`src/rtl/iso_rate_feedback_defs.vh`:
```
// constants for the isochronous rate feedback block
// assumes inclusion by bare name from rtl files
`ifndef ISO_RATE_FEEDBACK_DEFS_VH
`define ISO_RATE_FEEDBACK_DEFS_VH

`define RES_BITS_FS 4'hA
`define RES_BITS_HS 4'hD
`define CNT_W 25
`define FRAME_W 13
`define INT_W 12
`define FS_LEFT_SHIFT 4
`define HS_LEFT_SHIFT 3
`define FS_REPORT_LEN 3'h3
`define HS_REPORT_LEN 3'h4
`define ZERO_REPORT_LEN 3'h0
`define FS_UNIFY_SHIFT 2
`define FIFO_DEPTH 16
`define FIFO_ADDR_W 4
`define OWED_W 4
`define TRIM_W 8

`endif

```
`src/rtl/iso_rate_feedback_logic.v`:
```
// rate feedback for isochronous endpoints: sink measurement and source accumulator
// assumes sof_in, polls and rate loads come from logic on clk_in; master clock is a pin
// What this block does
// - sink measures rate against frames, sub-hertz resolution
// - resolution ten full speed, thirteen high speed
// - divider shift count limited to resolution range
// - count master clock over window, load, clear
// - never drop a master clock edge
// - source adds rate to fraction each frame, except frames beyond fifteen owed while the fifo is full
// - fraction keeps at least resolution bits
// - full speed 10.10 left-justified into 24 bits
// - full speed low four bits report zero
// - high speed 12.13 placed as 16.16
// - high speed top four, low three zero
// - integer part covers largest per-frame count
// - unimplemented bits of value read zero
// - new value at most once per window
// - unchanged value: current or zero length
// - sink may nudge value for slips
// - prefer shift count between zero and resolution
// - feedback endpoint may be switched off
// - adaptive source may follow sink's observed rate
`default_nettype none
`include "iso_rate_feedback_defs.vh"

module iso_rate_feedback_logic (
  input wire clk_in,
  input wire reset_n_in,
  input wire high_speed_in,
  input wire [3:0] shift_count_in,
  input wire sof_in,
  input wire mclk_pin_in,
  input wire [7:0] rate_trim_in,
  input wire feedback_enable_in,
  input wire zero_len_unchanged_in,
  input wire poll_in,
  output reg fb_valid_out,
  output reg [2:0] fb_len_out,
  output reg [31:0] fb_data_out,
  output reg [24:0] rate_value_out,
  output reg rate_update_out,
  input wire rx_rate_load_in,
  input wire [31:0] rx_rate_in,
  input wire implicit_mode_in,
  output wire count_valid_out,
  input wire count_ready_in,
  output wire [11:0] count_data_out
);
  // master clock pin synchroniser and edge detect
  reg mclk_meta_r;
  reg mclk_sync_r;
  reg mclk_prev_r;
  wire mclk_edge;

  // sink measurement state
  reg started_r;
  reg [`FRAME_W-1:0] frame_cnt_r;
  reg [`FRAME_W-1:0] frame_cnt_nxt;
  reg [`CNT_W-1:0] cycle_cnt_r;
  reg [`CNT_W-1:0] cycle_cnt_nxt;
  reg [`CNT_W-1:0] rate_nxt;
  reg load_nxt;
  reg changed_r;

  // resolution and window length
  wire [3:0] res_bits;
  wire [3:0] shift_eff;
  wire [3:0] win_bits;
  wire [`FRAME_W-1:0] win_last;
  wire win_end;

  // reported value after trim and formatting
  reg [`CNT_W-1:0] trimmed;
  reg [31:0] fb_fmt;
  wire [`CNT_W+1:0] trim_sum;

  // source accumulator
  reg [31:0] rx_rate_r;
  reg [15:0] frac_r;
  reg [`OWED_W-1:0] owed_r;
  reg [`OWED_W-1:0] owed_nxt;
  reg [31:0] rate_unified;
  wire [32:0] acc_sum;
  wire push_req;
  wire fifo_ready;
  wire push;
  wire [`INT_W-1:0] frame_samples;

  always @(posedge clk_in or negedge reset_n_in) begin
    if (!reset_n_in) begin
      mclk_meta_r <= 1'b0;
      mclk_sync_r <= 1'b0;
      mclk_prev_r <= 1'b0;
    end else begin
      mclk_meta_r <= mclk_pin_in;
      mclk_sync_r <= mclk_meta_r;
      mclk_prev_r <= mclk_sync_r;
    end
  end

  assign mclk_edge = mclk_sync_r & ~mclk_prev_r;

  assign res_bits = high_speed_in ? `RES_BITS_HS : `RES_BITS_FS;
  // shift count above resolution is clamped to one frame per window
  assign shift_eff = (shift_count_in > res_bits) ? res_bits : shift_count_in;
  assign win_bits = res_bits - shift_eff;
  assign win_last = (({{(`FRAME_W-1){1'b0}}, 1'b1}) << win_bits) - 1'b1;
  // a window shortened mid-count ends at the next frame token instead of running to wrap
  assign win_end = sof_in & started_r & (frame_cnt_r >= win_last);

  always @* begin
    frame_cnt_nxt = frame_cnt_r;
    cycle_cnt_nxt = cycle_cnt_r;
    rate_nxt = rate_value_out;
    load_nxt = 1'b0;
    if (started_r) begin
      cycle_cnt_nxt = cycle_cnt_r + {{(`CNT_W-1){1'b0}}, mclk_edge};
    end
    if (sof_in) begin
      if (!started_r) begin
        frame_cnt_nxt = {`FRAME_W{1'b0}};
        cycle_cnt_nxt = {{(`CNT_W-1){1'b0}}, mclk_edge};
      end else if (win_end) begin
        frame_cnt_nxt = {`FRAME_W{1'b0}};
        // the edge seen at the boundary opens the next window
        rate_nxt = cycle_cnt_r;
        cycle_cnt_nxt = {{(`CNT_W-1){1'b0}}, mclk_edge};
        load_nxt = 1'b1;
      end else begin
        frame_cnt_nxt = frame_cnt_r + 1'b1;
      end
    end
  end

  always @(posedge clk_in or negedge reset_n_in) begin
    if (!reset_n_in) begin
      started_r <= 1'b0;
      frame_cnt_r <= {`FRAME_W{1'b0}};
      cycle_cnt_r <= {`CNT_W{1'b0}};
      rate_value_out <= {`CNT_W{1'b0}};
      rate_update_out <= 1'b0;
    end else begin
      if (sof_in) begin
        started_r <= 1'b1;
      end
      frame_cnt_r <= frame_cnt_nxt;
      cycle_cnt_r <= cycle_cnt_nxt;
      rate_value_out <= rate_nxt;
      rate_update_out <= load_nxt;
    end
  end

  // signed nudge added to the measured value, clamped at zero and full scale
  assign trim_sum = {2'b00, rate_value_out} + {{(`CNT_W-6){rate_trim_in[7]}}, rate_trim_in};

  always @* begin
    trimmed = trim_sum[`CNT_W-1:0];
    if (trim_sum[`CNT_W+1]) begin
      trimmed = {`CNT_W{1'b0}};
    end else if (trim_sum[`CNT_W]) begin
      trimmed = {`CNT_W{1'b1}};
    end
    fb_fmt = 32'h00000000;
    if (high_speed_in) begin
      // 12.13 placed at 16.16: top four and low three stay zero
      fb_fmt = {4'h0, trimmed, 3'h0};
    end else begin
      // 10.10 left-justified in 24 bits: low four stay zero
      fb_fmt = {8'h00, trimmed[19:0], 4'h0};
    end
  end

  // report path: one answer per poll, next cycle
  always @(posedge clk_in or negedge reset_n_in) begin
    if (!reset_n_in) begin
      fb_valid_out <= 1'b0;
      fb_len_out <= `ZERO_REPORT_LEN;
      fb_data_out <= 32'h00000000;
      changed_r <= 1'b0;
    end else begin
      fb_valid_out <= 1'b0;
      if (poll_in && feedback_enable_in) begin
        fb_valid_out <= 1'b1;
        if (zero_len_unchanged_in && !changed_r) begin
          fb_len_out <= `ZERO_REPORT_LEN;
          fb_data_out <= 32'h00000000;
        end else begin
          fb_len_out <= high_speed_in ? `HS_REPORT_LEN : `FS_REPORT_LEN;
          fb_data_out <= fb_fmt;
        end
      end
      // a load of a changed value in the poll cycle keeps the flag set
      if (load_nxt && rate_nxt != rate_value_out) begin
        changed_r <= 1'b1;
      end else if (poll_in && feedback_enable_in) begin
        changed_r <= 1'b0;
      end
    end
  end

  // adaptive source: received or observed rate, unified to 16.16
  always @(posedge clk_in or negedge reset_n_in) begin
    if (!reset_n_in) begin
      rx_rate_r <= 32'h00000000;
    end else if (rx_rate_load_in) begin
      rx_rate_r <= rx_rate_in;
    end
  end

  always @* begin
    rate_unified = 32'h00000000;
    if (implicit_mode_in) begin
      // follow the rate observed on the sink side
      rate_unified = high_speed_in ? {4'h0, rate_value_out, 3'h0} : {6'h00, rate_value_out[19:0], 6'h00};
    end else if (high_speed_in) begin
      rate_unified = rx_rate_r;
    end else begin
      rate_unified = {6'h00, rx_rate_r[23:0], 2'h0};
    end
  end

  assign acc_sum = {{17{1'b0}}, frac_r} + {1'b0, rate_unified};
  assign frame_samples = acc_sum[16+`INT_W-1:16];
  assign push_req = sof_in | (owed_r != {`OWED_W{1'b0}});
  assign push = push_req & fifo_ready;

  // frames not yet accumulated while the fifo is full
  always @* begin
    owed_nxt = owed_r;
    if (sof_in && !push && owed_r != {`OWED_W{1'b1}}) begin
      owed_nxt = owed_r + 1'b1;
    end else if (!sof_in && push) begin
      owed_nxt = owed_r - 1'b1;
    end
  end

  always @(posedge clk_in or negedge reset_n_in) begin
    if (!reset_n_in) begin
      frac_r <= 16'h0000;
      owed_r <= {`OWED_W{1'b0}};
    end else begin
      owed_r <= owed_nxt;
      if (push) begin
        frac_r <= acc_sum[15:0];
      end
    end
  end

  rate_sample_fifo #(
    .WIDTH(`INT_W),
    .DEPTH(`FIFO_DEPTH),
    .ADDR_W(`FIFO_ADDR_W)
  ) u_sample_fifo (
    .clk_in(clk_in),
    .reset_n_in(reset_n_in),
    .in_valid_in(push_req),
    .in_ready_out(fifo_ready),
    .in_data_in(frame_samples),
    .out_valid_out(count_valid_out),
    .out_ready_in(count_ready_in),
    .out_data_out(count_data_out)
  );
endmodule // iso_rate_feedback_logic

`default_nettype wire

```
`src/rtl/rate_sample_fifo.v`:
```
// flop-based fifo with valid/ready on both sides
// assumes a single clock and an active-low asynchronous reset
`default_nettype none

module rate_sample_fifo #(
  parameter WIDTH = 12,
  parameter DEPTH = 16,
  parameter ADDR_W = 4
) (
  input wire clk_in,
  input wire reset_n_in,
  input wire in_valid_in,
  output wire in_ready_out,
  input wire [WIDTH-1:0] in_data_in,
  output wire out_valid_out,
  input wire out_ready_in,
  output wire [WIDTH-1:0] out_data_out
);
  reg [ADDR_W-1:0] wr_ptr_r;
  reg [ADDR_W-1:0] rd_ptr_r;
  reg [ADDR_W:0] fill_r;
  wire [WIDTH-1:0] entry_q [0:DEPTH-1];
  wire push;
  wire pop;

  assign in_ready_out = (fill_r != DEPTH[ADDR_W:0]);
  assign out_valid_out = (fill_r != {(ADDR_W+1){1'b0}});
  assign push = in_valid_in & in_ready_out;
  assign pop = out_valid_out & out_ready_in;
  assign out_data_out = entry_q[rd_ptr_r];

  genvar i;
  generate
    for (i = 0; i < DEPTH; i = i + 1) begin : g_entry
      localparam integer SLOT = i;
      reg [WIDTH-1:0] word_r;
      always @(posedge clk_in or negedge reset_n_in) begin
        if (!reset_n_in) begin
          word_r <= {WIDTH{1'b0}};
        end else if (push && wr_ptr_r == SLOT[ADDR_W-1:0]) begin
          word_r <= in_data_in;
        end
      end
      assign entry_q[i] = word_r;
    end
  endgenerate

  always @(posedge clk_in or negedge reset_n_in) begin
    if (!reset_n_in) begin
      wr_ptr_r <= {ADDR_W{1'b0}};
      rd_ptr_r <= {ADDR_W{1'b0}};
      fill_r <= {(ADDR_W+1){1'b0}};
    end else begin
      if (push) begin
        wr_ptr_r <= wr_ptr_r + 1'b1;
      end
      if (pop) begin
        rd_ptr_r <= rd_ptr_r + 1'b1;
      end
      if (push && !pop) begin
        fill_r <= fill_r + 1'b1;
      end else if (pop && !push) begin
        fill_r <= fill_r - 1'b1;
      end
    end
  end
endmodule // rate_sample_fifo

`default_nettype wire

```
`config.mk`:
```
export PLATFORM = sky130hd
export DESIGN_NAME = iso_rate_feedback_logic
export DESIGN_NICKNAME = d
export VERILOG_FILES = /design/src/rtl/iso_rate_feedback_logic.v /design/src/rtl/rate_sample_fifo.v
export VERILOG_INCLUDE_DIRS = /design/src /design/src/rtl
export SDC_FILE = /design/constraint.sdc
export NUM_CORES = 1
export LEC_CHECK = 0
export BUFFER_PORTS_ARGS = -buffer_cell sky130_fd_sc_hd__buf_2
export CORE_ASPECT_RATIO = 1.4
export CORE_MARGIN = 1
export CORE_UTILIZATION = 45
export DETAILED_ROUTE_END_ITERATION = 10
export MAX_ROUTING_LAYER = met4
export PLACE_DENSITY_LB_ADDON = 0.05
export SLEW_MARGIN = 20
export SYNTH_ARGS = -nofsm -noshare
export SYNTH_HDL_FRONTEND = slang
export SYNTH_SLANG_ARGS = --single-unit
```
`constraint.sdc`:
```
create_clock -name clk_in -period 3.8 [get_ports clk_in]
set_input_delay 0.76 -clock clk_in [delete_from_list [all_inputs] [get_ports clk_in]]
set_output_delay 0.76 -clock clk_in [all_outputs]
set_load 0.1 [all_outputs]
```
; Word-level counts from Yosys, hierarchy flattened
; Cells that the tools add are included.
; W data, S select, Z words.
[totals]
reg_bits = 358
latch_bits = 0
ramBits = 0
mem_bits_ro = 0
elab_cells = 143
memories = 0
[op_classes]
addsub = 12
mul = 0
div = 0
magnitude_cmp = 3
n_eq_ne = 18
n_shift = 1
mux = 33
n_bitwise = 8
reduce_logical = 34
[ops]
columns = op, count
row1 = $mux W25, 9
row2 = $mux W28, 4
row3 = $bmux W12 S4, 1
row4 = $eq A4 B4 Y1 const B, 8
row5 = $mux W32, 1
row6 = $add A16 B28 Y28, 1
row7 = $add A26 B8 Y27, 1
row8 = $mux W13, 2
row9 = $add A25 B1 Y25, 1
row10 = $ne A25 B25 Y1, 1
row11 = $logic_and A1 B1 Y1, 24
row12 = $mux W12, 2
row13 = $eq A4 B3 Y1 const B, 4
row14 = $add A13 B1 Y13 const B, 1
row15 = $ge A13 B13 Y1, 1
row16 = $shl A1 B4 Y13 const A, 1
row17 = $sub A13 B1 Y13 const B, 1
row18 = $add A4 B1 Y4 const B, 3
row19 = $mux W4, 3
row20 = $mux W5, 2
row21 = $mux W3, 3
row22 = $eq A4 B2 Y1 const B, 2
row23 = $mux W1, 6
row24 = $reduce_bool A2 Y1, 3
row25 = 17 further kinds, 24

; Logic depth before layout (Yosys ltp)
; Gate-level depths: netlist (run 1).
[depth]
ltp_word = 14
depth_mapped = 33
mapped_depth_nobuf = 27

; Hierarchy
; Synthesis (run 1) repeated with hierarchy kept, for this count alone.
[hier_totals]
cells_unflattened = 1704
area_unflattened_um2 = 19816.5
[by_module_without_submodules]
columns = mod, instances, cells_each, area_each_um2
row1 = iso_rate_feedback_logic, 1, 1053, 10189.8
row2 = rate_sample_fifo, 1, 651, 9626.7

; Worst setup path before layout (run 1)
; Ideal clock, no wire load.
[synth_timing]
path_type = in2reg
start = input high_speed_in
end = register rate_value_out[20]
setup_ns = 0.126
t_arrival_ns = 6.895
required_ns = 3.674
setup_slack_ns = -3.221
cell_stages = 29
path_buffers = 8
cell_sequence = buf_2 > clkbuf_1 > inv_1 > clkbuf_1 > buf_1 > ha_1 > nand3_1 > nand2_1 > a21oi_1 > mux2_2 > inv_1 > ha_1 > a21o_1 > a21oi_1 > xnor2_1 > clkbuf_1 > or4_1 > ha_1 > clkbuf_1 > xor2_1 > ha_1 > a31oi_1 > a21boi_0 > o21a_1 > o2111ai_1 > a2111oi_0 > buf_2 > buf_2 > mux2_2
[synth_via]
elab_chain_cells = 11
[synth_lines]
columns = item, line_no
row1 = "start, declared", iso_rate_feedback_logic.v:29  ; input wire high_speed_in,
row2 = $mux W3 (no source line) *, -
row3 = $gt A4 B4 Y1, iso_rate_feedback_logic.v:105  ; assign shift_eff = (shift_count_in > res_bits) ? res_bits : shift_count_in;
row4 = $mux W4, iso_rate_feedback_logic.v:105
row5 = $sub A4 B4 Y4 *, iso_rate_feedback_logic.v:106  ; assign win_bits = res_bits - shift_eff;
row6 = $shl A1 B4 Y13 *, iso_rate_feedback_logic.v:107  ; assign win_last = (({{(`FRAME_W-1){1'b0}}, 1'b1}) << win_bits) - 1'b1;
row7 = $sub A13 B1 Y13 *, iso_rate_feedback_logic.v:107
row8 = $ge A13 B13 Y1 *, iso_rate_feedback_logic.v:109  ; assign win_end = sof_in & started_r & (frame_cnt_r >= win_last);
row9 = $and A1 B1 Y1 *, iso_rate_feedback_logic.v:109
row10 = $mux W25 *, iso_rate_feedback_logic.v:123  ; end else if (win_end) begin
row11 = $mux W25 *, iso_rate_feedback_logic.v:120  ; if (!started_r) begin
row12 = $mux W25 *, iso_rate_feedback_logic.v:119  ; if (sof_in) begin
row13 = via rate_nxt[20], iso_rate_feedback_logic.v:61  ; reg [`CNT_W-1:0] rate_nxt;
row14 = "end signal, assigned", iso_rate_feedback_logic.v:140  ; rate_value_out <= {`CNT_W{1'b0}};
row15 = "end signal, assigned", iso_rate_feedback_logic.v:148  ; rate_value_out <= rate_nxt;
row16 = "end, declared", iso_rate_feedback_logic.v:40  ; output reg [24:0] rate_value_out,
; Mark *: on every way through the listed nets, which the timed path passes. The rest lies on a longest branch.
; A chain may end at the register's enable or synchronous reset.

; Worst setup path in the final report (run 1)
[layout_timing]
start = input high_speed_in
end = register rate_value_out[7]
; The elaborated chain is that of the path after synthesis.

==> flow_metrics.py, run 1 <==
metrics = {
    "synth": {
        "yosysSeqAreaShare": 0.4554,
        "synth_area_leader_cell": "dfrtp_1",
        "synth_common_cells": "dfrtp_1, nand2_1, o21ai_0",
        "synth_cells": 1835,
        "ys_async_sr_fraction": 1.000,
        "synth_most_common_cell": "dfrtp_1",
        "yosysWarnings": 0,
        "synth.cell_area_sq_um": 19230,
        "synthDistinctLibCells": 78,
        "synth_area_leaders": "dfrtp_1, mux4_2, nand2_1",
        "syn_area_per_cell_sq_um": 10.48,
        "netlist.area_leader.share": 0.4554,
        "synth-seq-cells": 350,
        "synth_edf_count": 0,
        "ys.flop_type": "dfrtp_1",
    },
    "timing": {
        "drv_slew": 0,
        "fin_setup_tns_ns": -75.81,
        "timing.hold.ws_ns": 0.2622,
        "fin_crit_ns": 5.029,
        "setup-violations-final": 120,
        "setup_ws_ns": -1.229,
        "tightest_slew_ns": 0.9214,
        "period_share": 1.323,
        "finalHoldViolCount": 0,
        "slew_headroom": 0.3858,
        "fin_skew_ns": 0.01636,
        "rsz0062_at_grt": "yes",
        "clock.fmax_mhz": 198.9,
    },
    "floorplanning": {
        "num_io_pins": 130,
        "die_h_um": 246.6,
        "rows": 89,
        "fp.coreArea_sq_um": 42200,
        "die_w_um": 176.7,
        "dieArea_sq_um": 43580,
        "start_util": 0.4557,
    },
    "drt": {
        "routed_via_density": 5.471,
        "routedWlPerCell_um": 19.22,
        "via_count": 14500,
        "first_pass_iters": 5,
        "drt-initial-drc-count": 578,
        "drcViolationCount": 0,
        "drtAntennaViolNets": 0,
        "totalWireLength_mm": 50.93,
    },
    "clock_tree": {
        "numCtsBuffers": 40,
        "cts.path.max_buffers": 3,
        "insertion_delay_ns": 0.55,
        "path_clk_slew_ns": 0.06,
        "cts_hold_buf": 0,
        "clock_sinks": 350,
        "root_buffer": "clkbuf_16",
        "cts-htree-levels": 2,
        "cts_tree": "built",
    },
    "global_routing": {
        "antenna_found_initial": 5,
        "grt_max_degree": 113,
        "grt_pass1_vias": 15100,
        "track_usage": 0.2489,
        "grt_overflow": 0,
        "grt_pass1_wl_mm": 82.32,
    },
    "setup_path": {
        "crit_start": "high_speed_in",
        "crit_fanout": 7,
        "timing.rr.start": "rate_value_out[1]",
        "critPathLaunchType": "input pin",
        "cp-end-kind": "flop",
        "worst-setup-path-type": "input pin to flop",
        "required_ns": 4.22,
        "worstPathArrival_ns": 5.45,
    },
    "run_status": {
        "violations": "negative setup slack",
        "status": "complete, but fails checks",
    },
    "placed_design": {
        "post-place-cells": 2556,
        "place.gp.congestion": 0.9268,
        "io_buffers": 118,
        "dp_hpwl_mm": 37.75,
    },
    "run": {
        "maxCapViolations": 0,
    },
    "power_and_ir_drop": {
        "ir_worst_vdd_mv": 0.9187,
        "powerDensity_nw_per_um2": 955.1,
        "total_leakage_power_nw": 10.81,
    },
    "min_path": {
        "hold_class": "input pin to async pin",
    },
    "finish": {
        "stdcell_count": 2650,
        "drive_gt1_frac": 0.2943,
        "fillers": 3729,
        "nNetsFinal": 2205,
        "syn2layout_area_growth_pct": 23.54,
    },
}
## logic make-up after synthesis
family / Yosys count / synth area share
and+or+nand+nor: 532 / 0.1215
adders and majority gates: 81 / 0.05465
buffers and inverters: 156 / 0.03403
other: 1 / 0.0001950
DFF: 350 / 0.4554
xor gates and xnor gates: 108 / 0.05075
muxes: 170 / 0.1453
AOI/OAI and AO/OA: 437 / 0.1382
## what timing repair did
action / 4_1_cts / 5_1_grt
gates cloned: 7 / 0
endpoints found under the setup margin: 145 / 257
resized for setup: 57 / 64
pin swaps: 34 / 34
setup buffers: 10 / 7
## cell type report
type | instances | area, sq um | area share
clock buffers | 57 | 1145 | 0.04819
clock inverters | 16 | 219.0 | 0.009216
inverters | 43 | 161.4 | 0.006793
flip-flops and latches | 350 | 8763 | 0.3688
diodes | 4 | 10.01 | 0.0004213
multi-input cells | 1335 | 10450 | 0.4399
well taps | 546 | 683.2 | 0.02875
repair buffers | 299 | 2325 | 0.09785
## worst max-delay path: stages
cell and delay (ns):
buf_8 0.11, ha_4 0.26, nor2b_4 0.13, o21ai_2 0.06, a21oi_2 0.16, mux2_4 0.33, buf_6 0.12, fa_1 0.52
inv_1 0.06, or4_4 0.53, ha_4 0.19, buf_6 0.12, buf_4 0.14, nor3_2 0.09, a21oi_1 0.05, o21a_1 0.18
ha_1 0.27, o21a_1 0.12, o2111ai_2 0.18, a2111oi_4 0.42, buf_4 0.20, buf_8 0.14, mux2_4 0.30
## report_power, final
| group | leakage (nW) | switching (mW) | total, mW | internal (mW) |
|---|---|---|---|---|
| sequential | 4.48 | 1.28 | 6.47 | 5.19 |
| clock | 0.667 | 1.57 | 3.96 | 2.39 |
| combinational | 5.67 | 7.56 | 12.3 | 4.71 |
| total | 10.8 | 10.4 | 22.7 | 12.3 |
## metrics by stage
step,utilization,instance area [sq um],power [mW],setup slack [ns]
finish,0.5630,23760,22.69,-1.229
global route,0.5630,23760,24.13,-1.389
CTS,0.5591,23600,22.79,-1.243
detailed placement,0.5147,21720,18.48,-1.905
global placement,0.5147,21720,18.25,-1.799
floorplan,-,19600,15.01,-2.171
## registers in the layout, indices dropped and copies added, names as in the netlist, 2 cells and up
name and flops:
fb_len_out 2, cycle_cnt_r 25, u_sample_fifo.g_entry.word_r 192, frame_cnt_r 13, owed_r 4, rx_rate_r 28, rate_value_out 25, u_sample_fifo.wr_ptr_r 4
fb_data_out 25, u_sample_fifo.fill_r 5, frac_r 16, u_sample_fifo.rd_ptr_r 4
## final timing paths
check	endpoint	slack (ns)	depth (start not counted)
max	rate_value_out[7]	-1.23	23
min	u_sample_fifo.fill_r[0]	0.26	1
max reg2reg	u_sample_fifo.g_entry[6].word_r[2]	0.36	10
min reg2reg	mclk_sync_r	0.34	0
max in group asynchronous	mclk_meta_r	2.60	2
min in group clk_in	mclk_meta_r	0.33	1
## cell usage in the layout, fill, tap and decap left out, types with 32 or more instances in the layout
master     count
inv_1         40
xnor2_1       40
dfrtp_1      348
xor2_1        59
ha_1          69
o21ai_0      191
clkbuf_16     40
mux4_2        80
o21ai_1       52
buf_2        115
nand3_1       32
nand2_1      296
a21oi_1       44
buf_4        149
mux2_2        50
nor2_1        59
## metal layers
layer / global-route usage / wire length [um]
met4: 0.07277 / 1338
met3: 0.03302 / 1868
met1: 0.2850 / 20530
met5: - / 0
met2: 0.4494 / 27200
(Power assumes the default switching activity.)
==> run 2: changes to the inputs <==
- CELL_PAD_IN_SITES_DETAIL_PLACEMENT: unset -> 1
- CELL_PAD_IN_SITES_GLOBAL_PLACEMENT: unset -> 2
- CORE_UTILIZATION: 45 -> 40
==> flow_metrics.py, run 2 (same netlist as run 1, synthesis figures left out) <==
metrics = {
    "run_status": {
        "status": "complete, but fails checks",
        "violations": "negative setup slack",
    },
    "drt": {
        "routed_via_density": 5.473,
        "met1_length_mm": 24.04,
        "via_count": 15060,
        "route.met2.wl_mm": 30.61,
        "wl_met3_mm": 1.898,
        "first_pass_iters": 5,
        "drtAntennaViolNets": 0,
        "dr.max_layer_used": "met4",
        "routedWlPerCell_um": 21.32,
        "totalWireLength_mm": 58.68,
        "drcViolationCount": 0,
        "drt-initial-drc-count": 631,
    },
    "power_and_ir_drop": {
        "total_leakage_power_nw": 11.01,
        "ir_worst_vdd_mv": 0.7547,
        "powerDensity_nw_per_um2": 975.4,
        "total_power_mw": 23.42,
    },
    "floorplanning": {
        "fp.coreArea_sq_um": 47280,
        "rows": 94,
        "dieArea_sq_um": 48970,
        "die_h_um": 261.4,
        "die_w_um": 187.3,
        "start_util": 0.4068,
        "num_io_pins": 130,
    },
    "clock_tree": {
        "insertion_delay_ns": 0.56,
        "root_buffer": "clkbuf_16",
        "cts-htree-levels": 2,
        "path_clk_slew_ns": 0.06,
        "cts.path.max_buffers": 3,
        "clock_sinks": 350,
        "cts_tree": "built",
        "numCtsBuffers": 39,
    },
    "finish": {
        "nNetsFinal": 2233,
        "syn2layout_area_growth_pct": 24.83,
        "fin_area_sq_um": 24010,
        "final_cell_mix": "dfrtp_1, nand2_1, o21ai_0, buf_4, buf_2",
        "seq_area_sq_um": 8763,
        "layout_commonest_cell": "dfrtp_1",
        "drive_gt1_frac": 0.3004,
        "largest_reg_flops": 192,
        "reg.largest.list": "u_sample_fifo.g_entry.word_r (192), rx_rate_r (28)",
        "multi_input_area_sq_um": 10320,
        "regMostFlops": "u_sample_fifo.g_entry.word_r",
        "fillers": 5219,
    },
    "setup_path": {
        "cp-end-kind": "flop",
        "required_ns": 4.27,
        "worst-setup-path-type": "input pin to flop",
        "worstPathArrival_ns": 5.60,
        "critPathLaunchType": "input pin",
        "crit_fanout": 6,
    },
    "global_routing": {
        "antenna_found_initial": 1,
        "grt_pass1_wl_mm": 93.40,
        "grt_overflow": 0,
        "track_usage": 0.2529,
        "grt_pass1_vias": 16350,
        "grt_max_degree": 91,
    },
    "timing": {
        "period_share": 1.351,
        "clock.fmax_mhz": 194.9,
        "setup-violations-final": 95,
        "fin_skew_ns": 0.02058,
        "slew_headroom": 0.4435,
        "rsz0062_at_grt": "yes",
        "tightest_slew_ns": 0.8137,
        "finalHoldViolCount": 0,
        "setup_ws_ns": -1.332,
        "drv_slew": 0,
        "fin_crit_ns": 5.132,
    },
    "placed_design": {
        "place.gp.congestion": 0.9068,
        "io_buffers": 118,
        "placed_cell_area_sq_um": 22040,
        "preCtsSetupSlack_ns": -2.016,
        "dp_hpwl_mm": 43.72,
    },
    "run": {
        "maxCapViolations": 0,
    },
    "min_path": {
        "hold_class": "input pin to async pin",
    },
}
-- run 2: layout make-up --
class | count | share of cell area
multi-input cells | 1335 | 0.4301
flip-flops and latches | 350 | 0.3650
repair buffers | 328 | 0.1046
clock buffers | 46 | 0.04341
well taps | 624 | 0.03252
clock inverters | 25 | 0.01741
inverters | 43 | 0.006828
diodes | 1 | 0.0001042
-- run 2: through the flow --
stage	hold WS, ns	std cells	TNS, ns	utilization
finish	0.2262	2752	-84.17	0.5078
global route	0.2861	2752	-129.37	0.5078
CTS	0.2566	2746	-74.27	0.5041
detailed placement	0.3455	2663	-251.74	0.4662
global placement	0.3369	2663	-225.18	0.4662
floorplan	0.3312	1841	-137.42	-
-- run 2: worst paths after layout --
check | start | end | slack (ns) | cells after the start
min in group clk_in | mclk_pin_in | mclk_meta_r | 0.33 | 1
worst max register to register | rate_value_out[4] | u_sample_fifo.g_entry[9].word_r[11] | 0.21 | 12
worst min register to register | mclk_meta_r | mclk_sync_r | 0.35 | 0
worst max-delay path | high_speed_in | frame_cnt_r[10] | -1.33 | 27
max in group asynchronous | reset_n_in | u_sample_fifo.g_entry[9].word_r[4] | 2.56 | 3
worst min-delay path | reset_n_in | u_sample_fifo.g_entry[4].word_r[10] | 0.23 | 1
-- run 2: power by group --
part | internal, mW | leakage, nW | switching (mW) | total, mW
Clock | 2.66 | 0.720 | 1.65 | 4.31
Combinational | 4.74 | 5.82 | 7.76 | 12.5
Sequential | 5.19 | 4.48 | 1.41 | 6.60
Total | 12.6 | 11.0 | 10.8 | 23.4
-- run 2: metal layers --
metal,GRT usage,up-vias
met5,-,-
met4,0.09563,0
met3,0.03458,99
met2,0.4517,246
met1,0.2874,7646
li1,-,7070
-- run 2: worst max-delay path, cell delays in order --
cell and delay [ns]:
buf_8 0.11, ha_4 0.26, nor2b_4 0.13, o21ai_2 0.06, a21oi_2 0.18, mux2_4 0.34
inv_4 0.06, ha_4 0.18, a21o_1 0.16, a21oi_2 0.18, xnor2_2 0.09, or4_4 0.53
ha_4 0.19, nand2b_1 0.09, o21ai_0 0.09, a22o_1 0.19, a32oi_1 0.19, ha_1 0.27
o21ai_0 0.19, nand2b_1 0.08, a21oi_1 0.34, and2_1 0.30, a31o_4 0.17, buf_12 0.11
buf_12 0.12, a21oi_2 0.06, o22ai_2 0.17
-- run 2: timing repair --
action	CTS	global route
endpoints found under the setup margin	166	257
setup buffers	10	5
pin swaps	12	23
gates cloned	2	2
gates resized for setup	43	30
hold buffers	0	0
==> run 3: changes to the inputs <==
- CORE_MARGIN: 1 -> 8
- REMOVE_ABC_BUFFERS: unset -> 1
- SLEW_MARGIN: 20 -> unset
==> flow_metrics.py, run 3 (same netlist as run 1, synthesis figures left out) <==
metrics = {
    "run_status": {
        "status": "complete, but fails checks",
        "violations": "negative setup slack",
    },
    "finish": {
        "fin_area_sq_um": 23800,
        "syn2layout_area_growth_pct": 23.77,
        "final_core_util": 0.4981,
        "antenna-diode-count": 0,
        "nNetsFinal": 2217,
        "drive_gt1_frac": 0.2884,
        "reg.largest.list": "u_sample_fifo.g_entry.word_r (192), rx_rate_r (28)",
        "largest_reg_flops": 192,
        "layout_commonest_cell": "dfrtp_1",
        "final_cell_mix": "dfrtp_1, nand2_1, o21ai_0, buf_4, buf_2",
        "regMostFlops": "u_sample_fifo.g_entry.word_r",
    },
    "power_and_ir_drop": {
        "ir_worst_vdd_mv": 0.7473,
        "total_power_mw": 22.84,
        "p_sw_mw": 10.64,
        "powerDensity_nw_per_um2": 959.6,
        "swShare": 0.4658,
        "p_int_mw": 12.20,
        "pwr-share-comb": 0.546,
        "power_frac_seq": 0.282,
        "total_leakage_power_nw": 10.88,
        "p_clk_frac": 0.171,
    },
    "timing": {
        "fin_crit_ns": 5.146,
        "drv_slew": 0,
        "fin_setup_tns_ns": -98.56,
        "period_share": 1.354,
        "clock.fmax_mhz": 194.3,
        "rsz0062_at_grt": "yes",
        "finalHoldViolCount": 0,
        "slew_headroom": 0.3380,
        "setup-violations-final": 228,
        "tightest_slew_ns": 0.9930,
        "timing.hold.ws_ns": 0.2980,
        "setup_ws_ns": -1.346,
        "fin_skew_ns": 0.01788,
    },
    "drt": {
        "totalWireLength_mm": 59.17,
        "first_pass_iters": 4,
        "drt-initial-drc-count": 375,
        "routedWlPerCell_um": 21.61,
        "routed_via_density": 5.450,
        "drtAntennaViolNets": 0,
        "via_count": 14920,
        "drcViolationCount": 0,
    },
    "setup_path": {
        "slowest_delay_ns": 0.55,
        "critPathTopFamily": "simple AND/OR/NAND/NOR gates",
        "required_ns": 4.21,
        "cp_slowest_cell": "or4_4",
        "worst-setup-path-type": "input pin to flop",
        "crit_start": "high_speed_in",
        "cp-end-kind": "flop",
        "worstPathArrival_ns": 5.55,
        "crit_fanout": 8,
        "crit_chain": "buf_8, ha_4, nor2b_4, o21ai_2, a21oi_2, mux2_4, buf_6, fa_1, inv_1, or4_4, ha_4, nand2b_4, buf_6, o2bb2a_4, o22a_1, ha_2, or3_1, a221oi_4, a2111oi_4, buf_6, buf_12, mux2_4",
        "timing.rr.start": "rate_value_out[4]",
        "critPathLaunchType": "input pin",
        "crit_top_cell": "buf_6",
        "cp_num_buf_inv": 6,
    },
    "min_path": {
        "hold_class": "input pin to async pin",
    },
    "global_routing": {
        "grt_overflow": 0,
        "grt_pass1_wl_mm": 94.92,
        "antenna_found_initial": 0,
        "track_usage": 0.2211,
        "grt_pass1_vias": 16870,
        "grt_max_degree": 114,
    },
    "floorplanning": {
        "fp.coreArea_sq_um": 47780,
        "die_h_um": 275.4,
        "rows": 95,
        "die_w_um": 201.3,
        "dieArea_sq_um": 55450,
        "num_io_pins": 130,
        "start_util": 0.4025,
    },
    "clock_tree": {
        "cts_tree": "built",
        "cts.path.max_buffers": 3,
        "cts-htree-levels": 2,
        "path_clk_slew_ns": 0.06,
        "insertion_delay_ns": 0.54,
        "cts_hold_buf": 0,
        "root_buffer": "clkbuf_16",
        "numCtsBuffers": 39,
        "clock_sinks": 350,
    },
    "placed_design": {
        "io_buffers": 118,
        "place.gp.congestion": 0.8704,
        "dp_hpwl_mm": 43.28,
        "placed_cell_area_sq_um": 21700,
    },
    "run": {
        "maxCapViolations": 0,
    },
}
run 3: cell types whose count changed in the layout (fill, tap and decap cells not counted), sizes merged:
cell    previous run  this run
diode              1         0
clkinv            13         7
bufinv            10         5
clkbuf            47        54
buf              327       312
run 3: worst register-to-register path, cell delays in order, from the launching register on:
cell and delay (ns):
dfrtp_1 0.44, buf_4 0.18, ha_1 0.33, and3_1 0.23
a2111oi_4 0.45, a21oi_2 0.13, a211oi_1 0.61, a222oi_1 0.29
xor2_2 0.23, buf_12 0.18, buf_12 0.12, nor4b_1 0.31
a211oi_1 0.10
run 3: what timing repair did:
action                     CTS  global route
hold endpoints to repair     0             0
setup buffers               14             9
pin swaps                   27            25
resized for setup           85            51
gates cloned                 5             0
setup endpoints to repair  249           267
run 3: worst paths after layout:
check                                                     end  slack, ns  cells past startpoint
min reg2reg                                       mclk_sync_r       0.35                      0
min in group clk_in                               mclk_meta_r       0.34                      1
min                        u_sample_fifo.g_entry[0].word_r[0]       0.30                      1
max                                        rate_value_out[22]      -1.35                     22
max reg2reg                                   fb_data_out[23]       0.06                     12
max in group asynchronous                       rx_rate_r[11]       2.60                      2
run 3: final cells by class:
| class | count | area [sq um] |
|---|---|---|
| clock buffers | 54 | 1084 |
| clock inverters | 14 | 212.7 |
| fillers | 5216 | 23980 |
| inverters | 43 | 163.9 |
| multi-input cells | 1335 | 10330 |
| flip-flops and latches | 350 | 8763 |
| well taps | 630 | 788.3 |
| repair buffers | 312 | 2464 |
run 3: routing by layer:
| layer | routed length [um] | track usage |
|---|---|---|
| met2 | 32980 | 0.4225 |
| met4 | 1618 | 0.07048 |
| met5 | 0 | - |
| met1 | 23410 | 0.2364 |
| met3 | 1158 | 0.02337 |
run 3: power groups by stage:
stage / combinational, mW / clock, mW / sequential [mW]
after floorplan: 6.72 / 0 / 7.92
after global placement: 11.9 / 0 / 6.42
after detailed placement: 12.2 / 0 / 6.50
after CTS: 12.5 / 4.04 / 6.45
after global routing: 13.5 / 4.15 / 6.66
final: 12.5 / 3.92 / 6.45
run 3: per-stage QoR:
step | setup WS, ns | std cells
finish | -1.346 | 2738
global route | -1.491 | 2738
CTS | -1.342 | 2735
global placement | -2.106 | 2648
floorplan | -6.140 | 1728
detailed placement | -2.260 | 2648
